[src/common/acc_pkg.sv]
// constants and types for the compare, averaging and calibration block
package acc_pkg;

    // ==================================================
    // register byte offsets
    localparam logic [7:0] OFF_CTRL_SET   = 8'h00;  // channel_control_set: flag, complete
    localparam logic [7:0] OFF_STAT_TWO   = 8'h04;  // status_control_two
    localparam logic [7:0] OFF_STAT_THREE = 8'h08;  // status_control_three
    localparam logic [7:0] OFF_RESULT     = 8'h0c;
    localparam logic [7:0] OFF_THR_FIRST  = 8'h10;
    localparam logic [7:0] OFF_THR_SECOND = 8'h14;
    localparam logic [7:0] OFF_PLUS_GAIN  = 8'h18;
    localparam logic [7:0] OFF_MINUS_GAIN = 8'h1c;
    localparam logic [7:0] OFF_IRQ_STAT   = 8'h20;
    localparam logic [7:0] OFF_IRQ_MASK   = 8'h24;
    localparam logic [7:0] OFF_PLUS_CAL0  = 8'h40;  // six words: plus_cal_result_0..s
    localparam logic [7:0] OFF_MINUS_CAL0 = 8'h60;  // six words: minus_cal_result_0..s
    localparam int         CAL_WORDS      = 6;

    // ==================================================
    // field positions
    localparam int CTRL_CONVERSION_COMPLETE_FLAG_BIT   = 7;   // conversion_complete_flag
    localparam int TWO_TRG_BIT     = 6;   // hardware_trigger_select
    localparam int TWO_CMPEN_BIT   = 5;
    localparam int TWO_GT_BIT      = 4;   // cmp_greater_select
    localparam int TWO_RANGE_BIT   = 3;   // cmp_range_enable
    localparam int TWO_DMA_BIT     = 2;   // dma_request_enable
    localparam int THREE_CAL_BIT   = 7;
    localparam int THREE_CALIBRATION_FAIL_FLAG_BIT  = 6;   // calibration_fail_flag
    localparam int THREE_AVERAGING_ENABLE_BIT  = 2;   // averaging_enable
    localparam int THREE_AVGS_LSB  = 0;
    localparam int IRQ_CONVERSION_COMPLETE_FLAG_BIT    = 0;
    localparam int IRQ_CMP_BIT     = 1;
    localparam int IRQ_CALIBRATION_FAIL_FLAG_BIT    = 2;
    localparam int IRQ_W           = 3;

    // ==================================================
    // reset values
    localparam logic [15:0] GAIN_RESET  = 16'h8200;
    localparam logic [15:0] THR_RESET   = 16'h0000;
    localparam logic [7:0]  CTRL_RESET  = 8'h00;

    // ==================================================
    // calibration timing and limits
    localparam int          CAL_STEP_NS     = 100;
    localparam int          CLK_NS          = 10;
    localparam int          CAL_STEP_CYC    = (CAL_STEP_NS + CLK_NS - 1) / CLK_NS;
    localparam logic [15:0] CAL_FAIL_LIMIT  = 16'hf000;

    typedef enum logic [1:0] {
        ACC_AVG_4,
        ACC_AVG_8,
        ACC_AVG_16,
        ACC_AVG_32
    } acc_avg_sel_t;

endpackage : acc_pkg

[src/rtl/acc_compare.sv]
// six-mode threshold compare on one conversion result
`timescale 1ns/1ps
module acc_compare (
    input  wire logic [15:0] result,
    input  wire logic [15:0] threshold_first,
    input  wire logic [15:0] threshold_second,
    input  wire logic        cmp_greater_select,
    input  wire logic        cmp_range_enable,
    output logic             cmp_true
);
    import acc_pkg::*;

    logic first_le_second;
    logic below_first;
    logic above_second;

    assign first_le_second = threshold_first <= threshold_second;
    assign below_first     = result < threshold_first;
    assign above_second    = result > threshold_second;

    always_comb begin
        unique case ({cmp_greater_select, cmp_range_enable})
            2'b00: cmp_true = below_first;
            2'b10: cmp_true = !below_first;
            2'b01: cmp_true = first_le_second ? (below_first || above_second)
                                              : (below_first && above_second);
            2'b11: cmp_true = first_le_second ? (!below_first && !above_second)
                                              : (!below_first || !above_second);
        endcase
    end

endmodule : acc_compare

[src/rtl/acc_average.sv]
// accumulates 4 to 32 results and emits their mean
`timescale 1ns/1ps
module acc_average (
    input  wire logic                 pclk,
    input  wire logic                 presetn,
    input  wire logic                 enable,
    input  wire acc_pkg::acc_avg_sel_t count_sel,
    input  wire logic                 sample_valid,
    input  wire logic [15:0]          sample,
    output logic                      mean_valid,
    output logic [15:0]               mean
);
    import acc_pkg::*;

    logic [20:0] sum_reg;
    logic [5:0]  cnt_reg;
    logic [5:0]  target;
    logic [20:0] sum_next;

    always_comb begin
        unique case (count_sel)
            ACC_AVG_4:  target = 6'h04;
            ACC_AVG_8:  target = 6'h08;
            ACC_AVG_16: target = 6'h10;
            ACC_AVG_32: target = 6'h20;
        endcase
    end

    assign sum_next = sum_reg + {5'h00, sample};

    always_ff @(posedge pclk or negedge presetn) begin
        if (!presetn) begin
            sum_reg    <= 21'h000000;
            cnt_reg    <= 6'h00;
            mean_valid <= 1'b0;
            mean       <= 16'h0000;
        end else begin
            mean_valid <= 1'b0;
            if (!enable) begin
                sum_reg <= 21'h000000;
                cnt_reg <= 6'h00;
                if (sample_valid) begin
                    mean_valid <= 1'b1;
                    mean       <= sample;
                end
            end else if (sample_valid) begin
                if (cnt_reg + 6'h01 == target) begin
                    mean_valid <= 1'b1;
                    unique case (count_sel)
                        ACC_AVG_4:  mean <= sum_next[17:2];
                        ACC_AVG_8:  mean <= sum_next[18:3];
                        ACC_AVG_16: mean <= sum_next[19:4];
                        ACC_AVG_32: mean <= sum_next[20:5];
                    endcase
                    sum_reg <= 21'h000000;
                    cnt_reg <= 6'h00;
                end else begin
                    sum_reg <= sum_next;
                    cnt_reg <= cnt_reg + 6'h01;
                end
            end
        end
    end

endmodule : acc_average

[src/rtl/acc_top.sv]
// converter post-processing: compare, averaging, calibration, dma, apb registers
//
// The APB slave port and the register addresses were left to the implementer.
`timescale 1ns/1ps

// Notes on behaviour
// compare mode from select, range, threshold order
// compare only on a finished conversion result
// mode 00: true when result below first
// mode 10: true when result at/above first
// mode 01, first<=second: below first or above second
// mode 01, first>second: below first and above second
// mode 11: inclusive inside, else inclusive outside
// averaging enable; count code picks 4..32
// software calibrates or loads values after reset
// software configures clock, reference, timing before calibrating
// calibrate with 32-sample averaging, slow clock
// software forms gains from six calibration sums
// software selects software trigger before calibration
// failure flag set when calibration fails
// dma request on each complete when enabled
// cal start runs sequence, sets complete flag
module acc_top (
    input  wire logic        pclk,
    input  wire logic        presetn,
    input  wire logic        psel,
    input  wire logic        penable,
    input  wire logic        pwrite,
    input  wire logic [7:0]  paddr,
    input  wire logic [31:0] pwdata,
    output logic [31:0]      prdata,
    output logic             pready,
    output logic             pslverr,
    input  wire logic        conv_done,
    input  wire logic [15:0] conv_data,
    input  wire logic        hw_trigger,
    output logic             conv_start,
    output logic             dma_req,
    output logic             irq
);
    import acc_pkg::*;

    // ==================================================
    // registers
    logic [15:0]        threshold_first_reg;
    logic [15:0]        threshold_second_reg;
    logic [15:0]        plus_gain_value_reg;
    logic [15:0]        minus_gain_value_reg;
    logic [15:0]        result_reg;
    logic               conversion_complete_flag_reg;
    logic               cmp_enable_reg;
    logic               cmp_greater_select_reg;
    logic               cmp_range_enable_reg;
    logic               dma_request_enable_reg;
    logic               hardware_trigger_select_reg;
    logic               cal_start_reg;
    logic               calibration_fail_flag_reg;
    logic               averaging_enable_reg;
    acc_avg_sel_t       avg_sel_reg;
    logic [IRQ_W-1:0]   irq_stat_reg;
    logic [IRQ_W-1:0]   irq_mask_reg;
    logic [15:0]        plus_cal_mem [CAL_WORDS];
    logic [15:0]        minus_cal_mem [CAL_WORDS];

    logic               wr_en;
    logic               rd_en;
    logic               addr_ok;
    logic               cmp_true;
    logic               mean_valid;
    logic [15:0]        mean;
    logic               result_event;
    logic               cmp_event;
    logic               cal_done;
    logic               cal_fail;
    logic               cal_sample_req;
    logic [IRQ_W-1:0]   irq_events;
    logic [31:0]        rd_data;

    // ==================================================
    // trigger pin synchroniser
    logic [2:0]         trg_sync_reg;
    logic               trg_level_reg;
    logic               trg_rise;

    always_ff @(posedge pclk or negedge presetn) begin
        if (!presetn) begin
            trg_sync_reg  <= 3'h0;
            trg_level_reg <= 1'b0;
        end else begin
            trg_sync_reg <= {trg_sync_reg[1:0], hw_trigger};
            if (trg_sync_reg[1] == trg_sync_reg[2]) begin
                trg_level_reg <= trg_sync_reg[2];
            end
        end
    end

    assign trg_rise = (trg_sync_reg[1] == trg_sync_reg[2]) && trg_sync_reg[2]
                      && !trg_level_reg;

    // ==================================================
    // apb decode
    assign wr_en = psel && penable && pwrite;
    assign rd_en = psel && penable && !pwrite;

    always_comb begin
        addr_ok = 1'b1;
        rd_data = 32'h00000000;
        if (paddr >= OFF_PLUS_CAL0 && paddr < OFF_PLUS_CAL0 + 8'(4 * CAL_WORDS)
            && paddr[1:0] == 2'h0) begin
            rd_data = {16'h0000, plus_cal_mem[3'(paddr[4:2])]};
        end else if (paddr >= OFF_MINUS_CAL0 && paddr < OFF_MINUS_CAL0 + 8'(4 * CAL_WORDS)
                     && paddr[1:0] == 2'h0) begin
            rd_data = {16'h0000, minus_cal_mem[3'(paddr[4:2])]};
        end else begin
            unique case (paddr)
                OFF_CTRL_SET:   rd_data[CTRL_CONVERSION_COMPLETE_FLAG_BIT] = conversion_complete_flag_reg;
                OFF_STAT_TWO: begin
                    rd_data[TWO_TRG_BIT]   = hardware_trigger_select_reg;
                    rd_data[TWO_CMPEN_BIT] = cmp_enable_reg;
                    rd_data[TWO_GT_BIT]    = cmp_greater_select_reg;
                    rd_data[TWO_RANGE_BIT] = cmp_range_enable_reg;
                    rd_data[TWO_DMA_BIT]   = dma_request_enable_reg;
                end
                OFF_STAT_THREE: begin
                    rd_data[THREE_CAL_BIT]  = cal_start_reg;
                    rd_data[THREE_CALIBRATION_FAIL_FLAG_BIT] = calibration_fail_flag_reg;
                    rd_data[THREE_AVERAGING_ENABLE_BIT] = averaging_enable_reg;
                    rd_data[THREE_AVGS_LSB +: 2] = avg_sel_reg;
                end
                OFF_RESULT:     rd_data[15:0] = result_reg;
                OFF_THR_FIRST:  rd_data[15:0] = threshold_first_reg;
                OFF_THR_SECOND: rd_data[15:0] = threshold_second_reg;
                OFF_PLUS_GAIN:  rd_data[15:0] = plus_gain_value_reg;
                OFF_MINUS_GAIN: rd_data[15:0] = minus_gain_value_reg;
                OFF_IRQ_STAT:   rd_data[IRQ_W-1:0] = irq_stat_reg;
                OFF_IRQ_MASK:   rd_data[IRQ_W-1:0] = irq_mask_reg;
                default:        addr_ok = 1'b0;
            endcase
        end
    end

    // one wait state: answer in the access cycle after the first
    always_ff @(posedge pclk or negedge presetn) begin
        if (!presetn) begin
            pready  <= 1'b0;
            pslverr <= 1'b0;
            prdata  <= 32'h00000000;
        end else begin
            pready  <= psel && penable && !pready;
            pslverr <= psel && penable && !pready && !addr_ok;
            prdata  <= (rd_en && !pready && addr_ok) ? rd_data : 32'h00000000;
        end
    end

    logic wr_take;
    assign wr_take = wr_en && pready && addr_ok;

    // ==================================================
    // software-written configuration
    always_ff @(posedge pclk or negedge presetn) begin
        if (!presetn) begin
            threshold_first_reg         <= THR_RESET;
            threshold_second_reg        <= THR_RESET;
            plus_gain_value_reg         <= GAIN_RESET;
            minus_gain_value_reg        <= GAIN_RESET;
            cmp_enable_reg              <= 1'b0;
            cmp_greater_select_reg      <= 1'b0;
            cmp_range_enable_reg        <= 1'b0;
            dma_request_enable_reg      <= 1'b0;
            hardware_trigger_select_reg <= 1'b0;
            averaging_enable_reg        <= 1'b0;
            avg_sel_reg                 <= ACC_AVG_4;
            irq_mask_reg                <= '0;
        end else if (wr_take) begin
            unique case (paddr)
                OFF_THR_FIRST:  threshold_first_reg  <= pwdata[15:0];
                OFF_THR_SECOND: threshold_second_reg <= pwdata[15:0];
                OFF_PLUS_GAIN:  plus_gain_value_reg  <= pwdata[15:0];
                OFF_MINUS_GAIN: minus_gain_value_reg <= pwdata[15:0];
                OFF_STAT_TWO: begin
                    hardware_trigger_select_reg <= pwdata[TWO_TRG_BIT];
                    cmp_enable_reg              <= pwdata[TWO_CMPEN_BIT];
                    cmp_greater_select_reg      <= pwdata[TWO_GT_BIT];
                    cmp_range_enable_reg        <= pwdata[TWO_RANGE_BIT];
                    dma_request_enable_reg      <= pwdata[TWO_DMA_BIT];
                end
                OFF_STAT_THREE: begin
                    averaging_enable_reg <= pwdata[THREE_AVERAGING_ENABLE_BIT];
                    avg_sel_reg <= acc_avg_sel_t'(pwdata[THREE_AVGS_LSB +: 2]);
                end
                OFF_IRQ_MASK:   irq_mask_reg <= pwdata[IRQ_W-1:0];
                default: ;
            endcase
        end
    end

    // ==================================================
    // conversion start: software write to control, hardware pin, or calibration sample request
    always_ff @(posedge pclk or negedge presetn) begin
        if (!presetn) begin
            conv_start <= 1'b0;
        end else begin
            conv_start <= (wr_take && paddr == OFF_CTRL_SET && !hardware_trigger_select_reg)
                          || (trg_rise && hardware_trigger_select_reg)
                          || cal_sample_req;
        end
    end

    // ==================================================
    // calibration sequencer
    typedef enum logic [1:0] {
        ACC_CAL_IDLE,
        ACC_CAL_WAIT,
        ACC_CAL_STEP,
        ACC_CAL_DONE
    } acc_cal_state_t;

    acc_cal_state_t cal_state_reg;
    logic [3:0]     cal_idx_reg;
    logic [7:0]     cal_tmr_reg;
    logic           cal_busy;

    assign cal_busy       = cal_state_reg != ACC_CAL_IDLE && cal_state_reg != ACC_CAL_DONE;
    assign cal_sample_req = cal_state_reg == ACC_CAL_STEP && cal_tmr_reg == 8'h00
        || cal_state_reg == ACC_CAL_WAIT && cal_tmr_reg == 8'h01 && !mean_valid;
    assign cal_done       = cal_state_reg == ACC_CAL_WAIT && mean_valid
                            && cal_idx_reg == 4'(2 * CAL_WORDS - 1);
    assign cal_fail       = cal_done && (mean >= CAL_FAIL_LIMIT || trg_level_reg
                                         && hardware_trigger_select_reg);

    always_ff @(posedge pclk or negedge presetn) begin
        if (!presetn) begin
            cal_start_reg <= 1'b0;
        end else if (wr_take && paddr == OFF_STAT_THREE) begin
            cal_start_reg <= pwdata[THREE_CAL_BIT];
        end
    end

    always_ff @(posedge pclk or negedge presetn) begin
        if (!presetn) begin
            cal_state_reg <= ACC_CAL_IDLE;
            cal_idx_reg   <= 4'h0;
            cal_tmr_reg   <= 8'h00;
        end else begin
            unique case (cal_state_reg)
                ACC_CAL_IDLE: begin
                    if (cal_start_reg) begin
                        cal_state_reg <= ACC_CAL_STEP;
                        cal_idx_reg   <= 4'h0;
                        cal_tmr_reg   <= 8'(CAL_STEP_CYC);
                    end
                end
                ACC_CAL_STEP: begin
                    if (cal_tmr_reg == 8'h00) begin
                        cal_state_reg <= ACC_CAL_WAIT;
                    end else begin
                        cal_tmr_reg <= cal_tmr_reg - 8'h01;
                    end
                end
                ACC_CAL_WAIT: begin
                    if (mean_valid) begin
                        if (cal_done) begin
                            cal_state_reg <= ACC_CAL_DONE;
                        end else begin
                            cal_idx_reg   <= cal_idx_reg + 4'h1;
                            cal_tmr_reg   <= 8'(CAL_STEP_CYC);
                            cal_state_reg <= ACC_CAL_STEP;
                        end
                    end else begin
                        cal_tmr_reg <= 8'(conv_done);
                    end
                end
                ACC_CAL_DONE: begin
                    if (!cal_start_reg) begin
                        cal_state_reg <= ACC_CAL_IDLE;
                    end
                end
            endcase
        end
    end

    // per-step results land in plus then minus tables
    for (genvar i = 0; i < CAL_WORDS; i++) begin : g_cal
        always_ff @(posedge pclk or negedge presetn) begin
            if (!presetn) begin
                plus_cal_mem[i]  <= 16'h0000;
                minus_cal_mem[i] <= 16'h0000;
            end else if (cal_state_reg == ACC_CAL_WAIT && mean_valid) begin
                if (cal_idx_reg == 4'(i)) begin
                    plus_cal_mem[i] <= mean;
                end
                if (cal_idx_reg == 4'(i + CAL_WORDS)) begin
                    minus_cal_mem[i] <= mean;
                end
            end
        end
    end

    always_ff @(posedge pclk or negedge presetn) begin
        if (!presetn) begin
            calibration_fail_flag_reg <= 1'b0;
        end else if (cal_fail) begin
            calibration_fail_flag_reg <= 1'b1;
        end else if (wr_take && paddr == OFF_STAT_THREE && pwdata[THREE_CALIBRATION_FAIL_FLAG_BIT]) begin
            calibration_fail_flag_reg <= 1'b0;
        end
    end

    // ==================================================
    // averaging and compare datapath
    acc_average u_average (
        .pclk         (pclk),
        .presetn      (presetn),
        .enable       (averaging_enable_reg),
        .count_sel    (avg_sel_reg),
        .sample_valid (conv_done),
        .sample       (conv_data),
        .mean_valid   (mean_valid),
        .mean         (mean)
    );

    acc_compare u_compare (
        .result             (mean),
        .threshold_first    (threshold_first_reg),
        .threshold_second   (threshold_second_reg),
        .cmp_greater_select (cmp_greater_select_reg),
        .cmp_range_enable   (cmp_range_enable_reg),
        .cmp_true           (cmp_true)
    );

    // result stored only when compare passes (or compare off)
    assign result_event = mean_valid && !cal_busy
                          && (!cmp_enable_reg || cmp_true);
    assign cmp_event    = mean_valid && !cal_busy && cmp_enable_reg && cmp_true;

    always_ff @(posedge pclk or negedge presetn) begin
        if (!presetn) begin
            result_reg <= 16'h0000;
        end else if (result_event) begin
            result_reg <= mean;
        end
    end

    // complete flag: set wins; cleared by reading the result or control write
    always_ff @(posedge pclk or negedge presetn) begin
        if (!presetn) begin
            conversion_complete_flag_reg <= 1'b0;
        end else if (result_event || cal_done) begin
            conversion_complete_flag_reg <= 1'b1;
        end else if ((rd_en && pready && paddr == OFF_RESULT)
                     || (wr_take && paddr == OFF_CTRL_SET)) begin
            conversion_complete_flag_reg <= 1'b0;
        end
    end

    always_ff @(posedge pclk or negedge presetn) begin
        if (!presetn) begin
            dma_req <= 1'b0;
        end else begin
            dma_req <= dma_request_enable_reg && (result_event || cal_done);
        end
    end

    // ==================================================
    // interrupts
    always_comb begin
        irq_events               = '0;
        irq_events[IRQ_CONVERSION_COMPLETE_FLAG_BIT] = result_event || cal_done;
        irq_events[IRQ_CMP_BIT]  = cmp_event;
        irq_events[IRQ_CALIBRATION_FAIL_FLAG_BIT] = cal_fail;
    end

    always_ff @(posedge pclk or negedge presetn) begin
        if (!presetn) begin
            irq_stat_reg <= '0;
        end else begin
            irq_stat_reg <= irq_events | (irq_stat_reg
                            & ~((wr_take && paddr == OFF_IRQ_STAT) ? pwdata[IRQ_W-1:0] : '0));
        end
    end

    always_ff @(posedge pclk or negedge presetn) begin
        if (!presetn) begin
            irq <= 1'b0;
        end else begin
            irq <= |((irq_events | irq_stat_reg) & irq_mask_reg);
        end
    end

endmodule : acc_top

[config.mk]
export PLATFORM = sky130hd
export DESIGN_NAME = acc_top
export DESIGN_NICKNAME = d
export VERILOG_FILES = /design/src/common/acc_pkg.sv /design/src/rtl/acc_compare.sv /design/src/rtl/acc_average.sv /design/src/rtl/acc_top.sv
export SDC_FILE = /design/constraint.sdc
export NUM_CORES = 1
export LEC_CHECK = 0
export BUFFER_PORTS_ARGS = -buffer_cell sky130_fd_sc_hd__buf_2
export CAP_MARGIN = 40
export CORE_ASPECT_RATIO = 0.5
export CORE_UTILIZATION = 60
export DETAILED_ROUTE_END_ITERATION = 16
export PLACE_DENSITY = 0.8
export SYNTH_ARGS = -nofsm -noshare
export SYNTH_HDL_FRONTEND = slang
export SYNTH_SLANG_ARGS = --single-unit
[constraint.sdc]
create_clock -name pclk -period 6.1 [get_ports pclk]
set_clock_uncertainty 0.1 [all_clocks]
set_input_delay 0.305 -clock pclk [delete_from_list [all_inputs] [get_ports pclk]]
set_output_delay 0.305 -clock pclk [all_outputs]
set_load 0.005 [all_outputs]
==> impl_metrics.ini, run 1 <==
[sta]
max-slew-margin-rel_pct = 34.4
min_period_over_period_pct = 59.9
tns_ns = 0
final.min_clock_period_ns = 3.65
worstMarginPinSlew_ns = 0.984
setup_violations = 0
finalHoldViolCount = 0
drv_slew = 0
max_freq_mhz = 274
rsz0062_at_grt = false
fin_ws_ns = 2.45

[placed_design]
placed_cell_area_mm2 = 0.0204
post-dp-hpwl_um = 33900
gp_congestion = 0.914
dp_slack_ns = 2.46
port_buffers = 67

[worst_setup_path]
worstSetupStartpointType = flip-flop
criticalPathCategory = flip-flop to flip-flop
cpPeakStageDelay_ns = 0.56
crit_fanout = 21
cp_common_cell = nand2_1
crit_path_end_kind = flip-flop
arrival_ns = 3.95
cp.required_ns = 6.39
cpMaxStageDelayCell = nand2_1
cp_cell_sequence = buf_4, clkinv_1, nor2_1, xnor3_1, nand4_1, nand2_1, nand2_1, inv_2, nand2_1, nor2_1, a221oi_1, o21ai_0

[clock_network]
clockRootBuffer = clkbuf_16
numCtsBuffers = 35
cts.path.max_buffers = 3
cts.sinks = 372
clk_latency_ns = 0.54
clk_pin_slew_ns = 0.07
htreeDepth = 2
cts_tree = yes

[final_layout]
area_growth_syn_to_layout_pct = 11.0
fin_util_pct = 68.1
mostFrequentLayoutCell = dfrtp_1
final_cell_mix = dfrtp_1 (368), mux2_2 (251), nand2_1 (190)
nets = 1911
drive_above_1_share_pct = 26.5
final_cell_area_mm2 = 0.0217
diodes = 0
fillCellCount = 2297

[logic_synthesis]
ys.flop_type = dfrtp_1
async_reset_ff_share_pct = 100
postSynthCellCount = 1706
synth.avg_cell_area_um2 = 11.5
synth.ff_latch_count = 372
yosysSeqAreaShare_pct = 47.6
yosys_warnings = 0
synth_area_mm2 = 0.0196
synth_edf_count = 0
ys_types = 89

[floorplan]
die_w_um = 257
num_rows = 46
die_y_um = 130
core_mm2 = 0.0319
ios = 100
initial_core_util_pct = 61.3
dieArea_mm2 = 0.0334

[grt]
grtUsageTotal_pct = 29.9
grt_max_degree = 132
grt_pass1_vias = 13757
grt_overflow = 0
antenna_found_initial = 0
grt_pass1_wl_um = 77400

[detailed_routing]
dr.pass1.iters = 8
drc = 0
viasPerCell = 6.36
ant_nets = 0
drtIter0Drc = 1558
drt_wl_total_um = 49200
wl_per_cell_um = 22.1
num_vias = 14173

[pwr]
ir_worst_vdd_mv = 0.173
p_leak_nw = 10.4
power.share.combinational_pct = 19.6
seqPwrFrac_pct = 46.5
power_density_mw_per_mm2 = 308
p_clk_share_pct = 33.9
power_switching_mw = 1.87
swShare_pct = 28.0
p_int_mw = 4.82

[hold_path]
worstHoldPathType = input port to flip-flop

[run_status]
status = complete, no violations

[job]
cap_violations = 0
final timing paths:
kind	start	endpoint	slack (ns)	cells past startpoint
min in group asynchronous	presetn	trg_level_reg$_DFFE_PN0N_	0.37	2
max in group asynchronous	presetn	minus_cal_mem[63]$_DFFE_PN0P_	4.20	3
worst min register to register	trg_sync_reg[1]$_DFF_PN0_	trg_sync_reg[2]$_DFF_PN0_	0.29	0
worst min-delay path	pwdata[0]	irq_stat_reg[0]$_DFF_PN0_	0.02	4
worst max register to register	avg_sel_reg[0]$_DFFE_PN0P_	u_average.mean[10]$_DFFE_PN0P_	2.45	12
worst max-delay path	avg_sel_reg[0]$_DFFE_PN0P_	u_average.mean[10]$_DFFE_PN0P_	2.45	12
power groups by stage:
stage	Clock [mW]	Sequential [mW]	Combinational (mW)
after floorplan	0	3.05	0.972
after global placement	0	3.11	1.20
after detailed placement	0	3.14	1.28
after CTS	2.28	3.10	1.31
after global routing	2.37	3.15	1.42
final	2.27	3.11	1.31
critical path, delay by kind of cell, from the launching register on:
| family | cells | cell delay [ns] |
|---|---|---|
| AO/OA/AOI/OAI | 2 | 0.38 |
| XOR/XNOR | 1 | 0.30 |
| buffers and inverters | 3 | 0.95 |
| flip-flops | 1 | 0.32 |
| AND/OR/NAND/NOR | 6 | 1.43 |
layer usage:
layer,up-vias,track usage [%],wire [um]
met1,7191,43.5,21700
met3,88,6.53,4620
met2,593,46.0,21900
li1,6301,-,-
met4,0,7.00,886
met5,-,0,0
per-stage QoR:
step           instances  power, mW  hold WS [ns]
3_3_place_gp        2139       4.32         0.277
5_1_grt             2228       6.95        0.0236
6_report            2228       6.69        0.0214
2_1_floorplan       1721       4.03       -0.0906
3_5_place_dp        2149       4.42         0.279
4_1_cts             2228       6.69       0.00775
cell type report:
type | count | area [um^2] | share of cell area [%]
flip-flops and latches | 372 | 9310 | 42.9
well taps | 432 | 541 | 2.49
clock buffers | 51 | 1020 | 4.69
repair buffers | 118 | 896 | 4.13
clock inverters | 11 | 140 | 0.646
multi-input cells | 1192 | 9600 | 44.2
inverters | 52 | 195 | 0.899
timing repair:
| action | in CTS | in global routing |
|---|---|---|
| hold buffers | 17 | 0 |
| resized for setup | 0 | 0 |
| buffers inserted | 0 | 0 |
| hold endpoints to repair | 175 | 0 |
synth_stat cells, drive strengths merged, types with 11 or more instances:
library cell	instances	area, um^2
a222oi	12	120
ha	76	951
mux4	34	766
xnor2	12	105
nand3	21	105
a21o	13	97.6
buf	45	284
mux2	260	2960
nor2	84	325
clkbuf	60	225
and3	12	75.1
dfrtp	368	9210
a21oi	83	423
a22o	21	184
nor3	24	161
o21ai	102	514
nand2	190	713
nand4	15	93.8
inv	49	184
xor2	11	96.3
o211ai	17	128
mux2i	50	500
logic make-up after synthesis:
kind of cell	Yosys count	synth area share, %
DFF	372	47.6
muxes	344	21.6
buffers and inverters	157	3.60
AOI/OAI and AO/OA	328	11.2
other	1	0.0192
adders and majority gates	77	4.97
and+or+nand+nor	402	9.69
xor gates and xnor gates	25	1.26
Note: power is estimated with default switching activity, not from simulation.
==> inputs of run 2 (changes only) <==
==> constraint.sdc (replaced) <==
create_clock -name pclk -period 3.5 [get_ports pclk]
set_clock_uncertainty 0.1 [all_clocks]
set_input_delay 0.175 -clock pclk [delete_from_list [all_inputs] [get_ports pclk]]
set_output_delay 0.175 -clock pclk [all_outputs]
set_load 0.005 [all_outputs]
==> impl_metrics.ini, run 2 (synthesis results as in run 1) <==
[final_layout]
area_growth_syn_to_layout_pct = 12.5
fin_util_pct = 69.0
diodes = 0
final_cell_area_mm2 = 0.0220
drive_above_1_share_pct = 27.1
mostFrequentLayoutCell = dfrtp_1
nets = 1954
final_cell_mix = dfrtp_1 (368), mux2_2 (251), nand2_1 (190)
fillCellCount = 2212

[hold_path]
hp-start = conv_data[13]
holdPathStages = 4
worstHoldPathType = input port to flip-flop
whs_endpoint = u_average.mean[13]$_DFFE_PN0P_

[sta]
finalHoldViolCount = 0
max_freq_mhz = 298
rsz0062_at_grt = false
tns_ns = 0
drv_slew = 0
worstMarginPinSlew_ns = 0.924
setup_violations = 0
whs_ns = 0.120
final.min_clock_period_ns = 3.36
max-slew-margin-rel_pct = 38.2
min_period_over_period_pct = 96.0

[job]
cap_violations = 0

[pwr]
seqPwrFrac_pct = 46.6
p_clk_share_pct = 33.2
power.share.combinational_pct = 20.2
ir_worst_vdd_mv = 0.301
p_int_mw = 8.35
power_switching_mw = 3.29
power_density_mw_per_mm2 = 529
fin_total_pwr_mw = 11.6
p_leak_nw = 10.5
swShare_pct = 28.3

[placed_design]
port_buffers = 67
post-dp-hpwl_um = 34600
placed_cell_area_mm2 = 0.0205
gp_congestion = 0.958

[grt]
grt_overflow = 0
grt_pass1_wl_um = 80800
antenna_found_initial = 2
grt_max_degree = 125
grtUsageTotal_pct = 31.6
grt_pass1_vias = 14172

[detailed_routing]
dr.pass1.iters = 5
top_layer = met5
viasPerCell = 6.39
ant_nets = 0
wirelength_met1_um = 22600
wl_met3_um = 4810
num_vias = 14495
dr_wl_met2_um = 23300
drtIter0Drc = 1587
drt_wl_total_um = 51600
drc = 0
wl_per_cell_um = 22.7

[worst_setup_path]
cp.required_ns = 3.87
worstReg2RegEnd = u_average.mean[9]$_DFFE_PN0P_
reg2reg_setup_slack_ns = 0.14
r2r_cells = 11
crit_path_end_kind = flip-flop
worstSetupStartpointType = flip-flop
criticalPathCategory = flip-flop to flip-flop
crit_fanout = 4
arrival_ns = 3.73
reg2reg_from = u_average.sum_reg[0]$_DFFE_PN0P_

[floorplan]
num_rows = 46
initial_core_util_pct = 61.3
die_y_um = 130
core_mm2 = 0.0319
dieArea_mm2 = 0.0334
ios = 100
die_w_um = 257

[clock_network]
cts.sinks = 372
clockRootBuffer = clkbuf_16
cts.path.max_buffers = 3
cts_tree = yes
post-cts-setup-buffers = 0
numCtsBuffers = 35
clk_pin_slew_ns = 0.07
htreeDepth = 2
clk_latency_ns = 0.53

[run_status]
status = complete, no violations
==> run 2: cell types whose count changed in the layout (fill, tap and decap cells not counted), sizes merged <==
cell	previous run	this run
buf	101	124
bufinv	3	2
dlygate4sd3	17	37
==> run 2: power groups by stage <==
stage / registers [mW] / clock network, mW / logic (mW)
floorplan: 5.32 / 0 / 1.69
global placement: 5.42 / 0 / 2.16
detailed placement: 5.46 / 0 / 2.25
CTS: 5.40 / 3.89 / 2.32
global route: 5.49 / 4.08 / 2.53
finish: 5.42 / 3.86 / 2.35
==> run 2: layout make-up <==
class / count / area, um^2 / area share (%)
Clock buffer: 51 / 1020 / 4.63
Clock inverter: 10 / 109 / 0.495
Inverter: 52 / 195 / 0.888
Multi-Input combinational cell: 1192 / 9590 / 43.6
Sequential cell: 372 / 9310 / 42.4
Tap cell: 432 / 541 / 2.46
Timing Repair Buffer: 161 / 1220 / 5.56
==> run 2: what timing repair did <==
action                                  in CTS  in global routing
endpoints found under the setup margin       0                  0
resized for setup                            0                  0
endpoints found under the hold margin      465                  0
hold buffers                                37                  0
==> run 2: how the worst max path moves through the flow <==
stage          slack, ns                              from                            end
3_3_place_gp        0.35  u_average.sum_reg[0]$_DFFE_PN0P_  u_average.mean[9]$_DFFE_PN0P_
6_report            0.14  u_average.sum_reg[0]$_DFFE_PN0P_  u_average.mean[9]$_DFFE_PN0P_
5_1_grt             0.02  u_average.sum_reg[0]$_DFFE_PN0P_  u_average.mean[9]$_DFFE_PN0P_
4_1_cts             0.23  u_average.sum_reg[0]$_DFFE_PN0P_  u_average.mean[9]$_DFFE_PN0P_
2_1_floorplan       0.63     u_average.mean[0]$_DFFE_PN0P_     result_reg[10]$_DFFE_PN0P_
3_5_place_dp        0.28  u_average.sum_reg[0]$_DFFE_PN0P_  u_average.mean[9]$_DFFE_PN0P_
==> run 2: metal layers <==
metal	global-route usage, %	vias up
met5	0	-
met4	7.80	6
met3	6.98	97
met2	48.9	655
met1	45.7	7350
li1	-	6387
==> run 2: critical path, cell delays in order (launching register included) <==
cell	delay, ns
dfrtp_1	0.39
ha_1	0.21
fa_1	0.43
a211oi_1	0.28
nor2_1	0.14
o21ai_0	0.36
o31a_1	0.25
o21ai_0	0.09
a21oi_1	0.41
mux2i_1	0.18
o211ai_1	0.28
buf_4	0.18
==> run 2: through the flow <==
stage	setup WS, ns	instances
floorplan	0.626	1721
global placement	0.349	2170
finish	0.139	2270
global route	0.0203	2270
CTS	0.234	2269
detailed placement	0.279	2171
